==> config.mk <==
export PLATFORM = sky130hd
export DESIGN_NAME = nicirq_status_enable
export DESIGN_NICKNAME = d
export VERILOG_FILES = /design/src/nicirq_pkg.sv /design/src/nicirq_status_enable.sv
export SDC_FILE = /design/constraint.sdc
export NUM_CORES = 1
export LEC_CHECK = 0
export BUFFER_PORTS_ARGS = -buffer_cell sky130_fd_sc_hd__buf_4
export CORE_MARGIN = 3
export CORE_UTILIZATION = 46
export CTS_CLUSTER_DIAMETER = 80
export DETAILED_ROUTE_END_ITERATION = 12
export HOLD_SLACK_MARGIN = 0.08
export PLACE_DENSITY_LB_ADDON = 0.2
export SETUP_SLACK_MARGIN = 0.4
export SYNTH_ARGS = -nofsm -noshare
export SYNTH_HDL_FRONTEND = slang
export SYNTH_SLANG_ARGS = --single-unit
==> constraint.sdc <==
create_clock -name clk_sys -period 1.4 [get_ports clk_sys]
set_input_delay 0.14 -clock clk_sys [delete_from_list [all_inputs] [get_ports clk_sys]]
set_output_delay 0.14 -clock clk_sys [all_outputs]
set_load 0.02 [all_outputs]
==> src/nicirq_pkg.sv <==
package nicirq_pkg;
  // ----------------------------------------------------------------
  // register select codes
  // ----------------------------------------------------------------
  localparam int SEL_W = 3;
  localparam logic [2:0] SEL_ENABLE = 3'h0; // interrupt_enable_mask
  localparam logic [2:0] SEL_STATUS = 3'h1; // interrupt_source_flags
  localparam logic [2:0] SEL_ACK = 3'h2; // source_flags_ack_view
  localparam logic [2:0] SEL_TXRES = 3'h3; // tx_result_reg
  localparam logic [2:0] SEL_CHIPCTL = 3'h4; // chip_control_reg

  // ----------------------------------------------------------------
  // field layout
  // ----------------------------------------------------------------
  localparam int DATA_W = 16;
  localparam int BIT_IRQ = 0;
  localparam int BIT_FATAL = 1;
  localparam int BIT_TXDONE = 2;
  localparam int BIT_CTLFRM = 3;
  localparam int BIT_RXARR = 4;
  localparam int BIT_SWIRQ = 6;
  localparam int BIT_STATS = 7;
  localparam int BIT_LINK = 8;
  localparam int BIT_TXDMA = 9;
  localparam int BIT_RXDMA = 10;
  localparam int BIT_LISTEND = 11;
  localparam int BIT_HIPRI = 12;
  localparam logic [15:0] SRC_MASK = 16'h1FDE; // bits 1-4 and 6-12
  localparam logic [15:0] W1C_MASK = 16'h1F48; // bits 3, 6, 8-12
  localparam int CTL_FULL_RESET = 0;
  localparam int CTL_HOST_RESET = 1;

  // ----------------------------------------------------------------
  // reset values and priority field width
  // ----------------------------------------------------------------
  localparam logic [15:0] RST_ENABLE = 16'h0000;
  localparam logic [15:0] RST_FLAGS = 16'h0000;
  localparam int PRIO_W = 3;
endpackage : nicirq_pkg

==> src/nicirq_status_enable.sv <==
module nicirq_status_enable (
  input wire logic clk_sys,
  input wire logic rst_n,
  input wire logic [nicirq_pkg::SEL_W-1:0] regSel,
  input wire logic regWr,
  input wire logic regRd,
  input wire logic [nicirq_pkg::DATA_W-1:0] regWrData,
  output logic [nicirq_pkg::DATA_W-1:0] regRdData,
  input wire logic [nicirq_pkg::DATA_W-1:0] txResultData,
  input wire logic pciTargetAbort,
  input wire logic pciMasterAbort,
  input wire logic txSentOk,
  input wire logic txNotifyRequest,
  input wire logic txError,
  input wire logic macCtrlFrameRx,
  input wire logic rxWholeFrame,
  input wire logic rxEngineAck,
  input wire logic swIrqRequest,
  input wire logic statsNearFull,
  input wire logic statsAllRead,
  input wire logic phyLinkPin,
  input wire logic txDmaDone,
  input wire logic rxDmaDone,
  input wire logic rxListEnd,
  input wire logic rxTagValid,
  input wire logic [nicirq_pkg::PRIO_W-1:0] rxTagPriority,
  input wire logic [nicirq_pkg::PRIO_W-1:0] priorityLevelLimit,
  output logic busIrq
);
  import nicirq_pkg::*;

  // ----------------------------------------------------------------
  // state
  // ----------------------------------------------------------------
  logic [15:0] enableMask;
  logic [15:0] flags;
  logic [15:0] next_enableMask;
  logic [15:0] next_flags;
  logic next_busIrq;
  logic [15:0] next_regRdData;
  logic linkPrev;
  logic linkPrevValid;
  logic next_linkPrev;
  logic next_linkPrevValid;
  logic [15:0] setVec;
  logic [15:0] clrVec;

  // ----------------------------------------------------------------
  // access decode
  // ----------------------------------------------------------------
  logic wrEnable;
  logic wrStatus;
  logic wrChipCtl;
  logic rdAck;
  logic rdTxRes;
  assign wrEnable = regWr && (regSel == SEL_ENABLE);
  assign wrStatus = regWr && (regSel == SEL_STATUS);
  assign wrChipCtl = regWr && (regSel == SEL_CHIPCTL);
  assign rdAck = regRd && (regSel == SEL_ACK);
  assign rdTxRes = regRd && (regSel == SEL_TXRES);

  // any flag that passes its enable bit
  function automatic logic anyEnabled(input logic [15:0] f, input logic [15:0] m);
    return |(f & m);
  endfunction : anyEnabled

  // event set and acknowledge vectors
  always_comb begin
    setVec = 16'h0000;
    clrVec = 16'h0000;
    setVec[BIT_FATAL] = pciTargetAbort || pciMasterAbort;
    setVec[BIT_TXDONE] = (txSentOk && txNotifyRequest) || txError;
    setVec[BIT_CTLFRM] = macCtrlFrameRx;
    setVec[BIT_RXARR] = rxWholeFrame;
    setVec[BIT_SWIRQ] = swIrqRequest;
    setVec[BIT_STATS] = statsNearFull;
    setVec[BIT_LINK] = linkPrevValid && (phyLinkPin != linkPrev);
    setVec[BIT_TXDMA] = txDmaDone;
    setVec[BIT_RXDMA] = rxDmaDone;
    setVec[BIT_LISTEND] = rxListEnd;
    setVec[BIT_HIPRI] = rxTagValid && (rxTagPriority >= priorityLevelLimit);
    clrVec[BIT_FATAL] = wrChipCtl && regWrData[CTL_FULL_RESET]
                        && regWrData[CTL_HOST_RESET];
    clrVec[BIT_TXDONE] = rdTxRes;
    clrVec[BIT_RXARR] = rxEngineAck;
    clrVec[BIT_STATS] = statsAllRead;
    if (wrStatus) begin
      clrVec = clrVec | (regWrData & W1C_MASK);
    end
  end

  // next flag, mask, irq and read data
  always_comb begin
    next_flags = ((flags & ~clrVec) | setVec) & SRC_MASK;
    next_enableMask = enableMask;
    if (rdAck) begin
      next_enableMask = RST_ENABLE;
    end else if (wrEnable) begin
      next_enableMask = regWrData & SRC_MASK;
    end
    next_busIrq = anyEnabled(next_flags, next_enableMask);
    next_linkPrev = phyLinkPin;
    next_linkPrevValid = 1'b1;
    next_regRdData = regRdData;
    if (regRd) begin
      unique case (regSel)
        SEL_ENABLE: next_regRdData = enableMask;
        SEL_STATUS, SEL_ACK: next_regRdData = flags | {15'h0000, busIrq};
        SEL_TXRES: next_regRdData = txResultData;
        default: next_regRdData = 16'h0000;
      endcase
    end
  end

  // registers
  always_ff @(posedge clk_sys or negedge rst_n) begin
    if (!rst_n) begin
      flags <= RST_FLAGS;
      enableMask <= RST_ENABLE;
      busIrq <= 1'b0;
      regRdData <= 16'h0000;
      linkPrev <= 1'b0;
      linkPrevValid <= 1'b0;
    end else begin
      flags <= next_flags;
      enableMask <= next_enableMask;
      busIrq <= next_busIrq;
      regRdData <= next_regRdData;
      linkPrev <= next_linkPrev;
      linkPrevValid <= next_linkPrevValid;
    end
  end
endmodule : nicirq_status_enable

==> results.ini <==
[route]
drtPass1Iterations = 4
dr_total_vias = 1953
drt-total-wl_microns = 5740
drt_iter0_markers = 78
routed_via_density = 5.21
wl_per_cell_microns = 15.3
drc = 0
ant_nets = 0

[synth]
netlist_instances = 220
ys_seq_area_frac = 0.488
synth_simple_gate_area_frac = 0.129
synth_area_sq_um = 2100
synth_top_family_by_area = compound AO/OA/AOI/OAI gates
synth-main-ff-cell = dfrtp_1
synth.avg_cell_area_sq_um = 9.55
synthArstFlopShare = 1.00
yosys.area_share.adder = 0.0179
muxShareOfSynthArea = 0.106
synth_cell_type_count = 33
ys_ff_latch = 41
synthesis.nets = 284
synth-compound-area-share = 0.179
ys_warn_count = 0
synth-xor-area-share = 0.00834
synth_edf_count = 0

[min_path]
min-delay-start = swIrqRequest
hold_path_end = flags[6]
hold_path_class = primary input to flop
min_path_cells = 2

[placed_design]
io_buffers = 73
gp_congestion = 0.824
pre_cts_ws_ps = -313
place_hpwl_microns = 4050

[cts]
numCtsBuffers = 5
clk-insertion-delay-late_ps = 300
holdBufCountCts = 6
cts_tree = done
clk_pin_slew_ps = 80
cts-htree-levels = 2
clockRootBuffer = clkbuf_8
cts.sinks = 41
ctsLongestPathBuffers = 2

[timing]
slew_viol_final = 0
relSlewSlack = 0.649
finalSetupViolCount = 1
grt_setup_unrepaired = true
clock.fmax_mhz = 698
fin_crit_sh = 1.02
min_period_ps = 1430
fin_ws_ps = -33.0
fin_skew_ps = 5.27
hold_viol = 0
fin_tns_setup_ps = -33.0
worst_slew_pin_slew_ps = 527
whs_ps = 44.7

[worst_setup_path]
r2r_setup_slack_ps = 30
reg2reg_depth = 4
critPathMostFrequentCell = buf_6
r2r-start = flags[1]
max_stage_delay_ps = 600
crit_slowest_cell = or4b_4
startpoint_type = primary input
cp_max_fo = 6
crit_buf_inv = 3
cp.required_ps = 1560
worst_setup_path_end_kind = flop
crit_type = primary input to flop
critPathArrivalTime_ps = 1600
crit_family = simple AND/OR/NAND/NOR gates
crit_path_cell_trace = buf_6 -> or4b_4 -> buf_4 -> buf_6 -> nand2_1 -> a21oi_1 -> a22oi_1 -> nand4_1
worst_r2r_endpoint = busIrq

[power]
power_density_nw_per_um2 = 920
ir_drop_mv = 0.593
p_leak_nw = 1.62
power_w = 0.00307

[layout]
seqCellArea_sq_um = 1030
mostFrequentLayoutCell = buf_4
final_util = 0.794
syn_to_final_growth_pct = 58.8
layout_common_cells = buf_4 (84), dfrtp_1 (41), nand2_1 (29), inv_1 (21), buf_6 (16)
antenna_cells = 0
drive_above_1_share = 0.471
multiInputGateArea_sq_um = 1120
nets = 388
fill_cells = 289

[global_route]
grt_pass1_wl_microns = 8700
grtUsageTotal = 0.213
first_global_vias = 1862
antenna_found_initial = 0
grt.overflow.total = 0
grt_max_degree = 42

[outcome]
violations = negative setup slack
outcome = finished with violations

[die]
num_rows = 23
die_w_microns = 73.6
start_util = 0.500
die_h_microns = 73.6
pin_count = 78
core_area_sq_um = 4200
die_area_sq_um = 5410

[run]
max_cap_violations = 0

state kept, by name, summed over array words and instances (netlist names):
name / cells
enableMask: 11
linkPrev: 1
linkPrevValid: 1
regRdData: 16
flags: 11
busIrq: 1
metrics by stage:
step / cell area (sq um) / cells
after detailed placement: 2860 / 348
after global placement: 2860 / 348
after floorplan: 2200 / 220
after CTS: 3070 / 363
after global routing: 3340 / 375
final: 3340 / 375
layer usage:
metal / GRT usage / share of wire / up-vias
li1: - / - / 961
met4: 0.0604 / 0.013 / 0
met5: 0 / 0 / -
met3: 0.0588 / 0.060 / 8
met2: 0.349 / 0.51 / 56
met1: 0.275 / 0.42 / 928
cells by family (layout without fill, tap and decap cells):
group | after synthesis | after routing
AO/OA/AOI/OAI | 60 | 60
AND/OR/NAND/NOR | 57 | 57
flip-flops | 41 | 41
buffers and inverters | 35 | 140
multiplexers | 21 | 21
adder cells (fa/ha/maj) | 3 | 3
XOR/XNOR | 2 | 2
other | 1 | 1
worst register-to-register path, cell delays in order, from the launching register on:
cell and delay (ps):
dfrtp_1 410, a211o_1 280, a22o_1 200, a211oi_2 220, nand4_1 120
Yosys cell counts, drive strengths merged (2+ instances only):
cell type	instances	area, sq um
nand2b	2	12.5
o21ai	6	30.0
a21o	9	67.6
nand2	35	139
mux2	10	113
dfrtp	41	1030
mux2i	11	110
nor2	11	41.3
inv	22	82.6
a21oi	24	124
clkbuf	4	15.0
o22ai	12	75.1
xor2	2	17.5
a22o	4	35.0
buf	9	50.0
ha	3	37.5
a22oi	3	22.5
layout make-up:
class	instances	share of cell area
clock buffers	7	0.0289
repair buffers	110	0.281
clock inverters	1	0.00150
inverters	22	0.0262
multi-input cells	144	0.336
well taps	50	0.0187
flip-flops and latches	41	0.307
what timing repair did:
item / in CTS / in global routing
resized for setup: 11 / 38
pin swaps: 9 / 2
setup endpoints to repair: 14 / 36
hold endpoints to repair: 54 / 8
gates cloned: 1 / 0
buffers inserted: 0 / 12
report_power, final:
group	internal, W	switching [W]
clock network	0.000446	0.000417
registers	0.00129	0.0000706
logic	0.000466	0.000381
how the worst max path moves through the flow:
stage              start      to  cells past startpoint
2_1_floorplan  regSel[2]  busIrq                      7
3_3_place_gp   regSel[2]  busIrq                      7
3_5_place_dp   regSel[2]  busIrq                      7
4_1_cts        regSel[0]  busIrq                      7
5_1_grt        regSel[0]  busIrq                      7
6_report       regSel[0]  busIrq                      8
(Power assumes the default switching activity.)
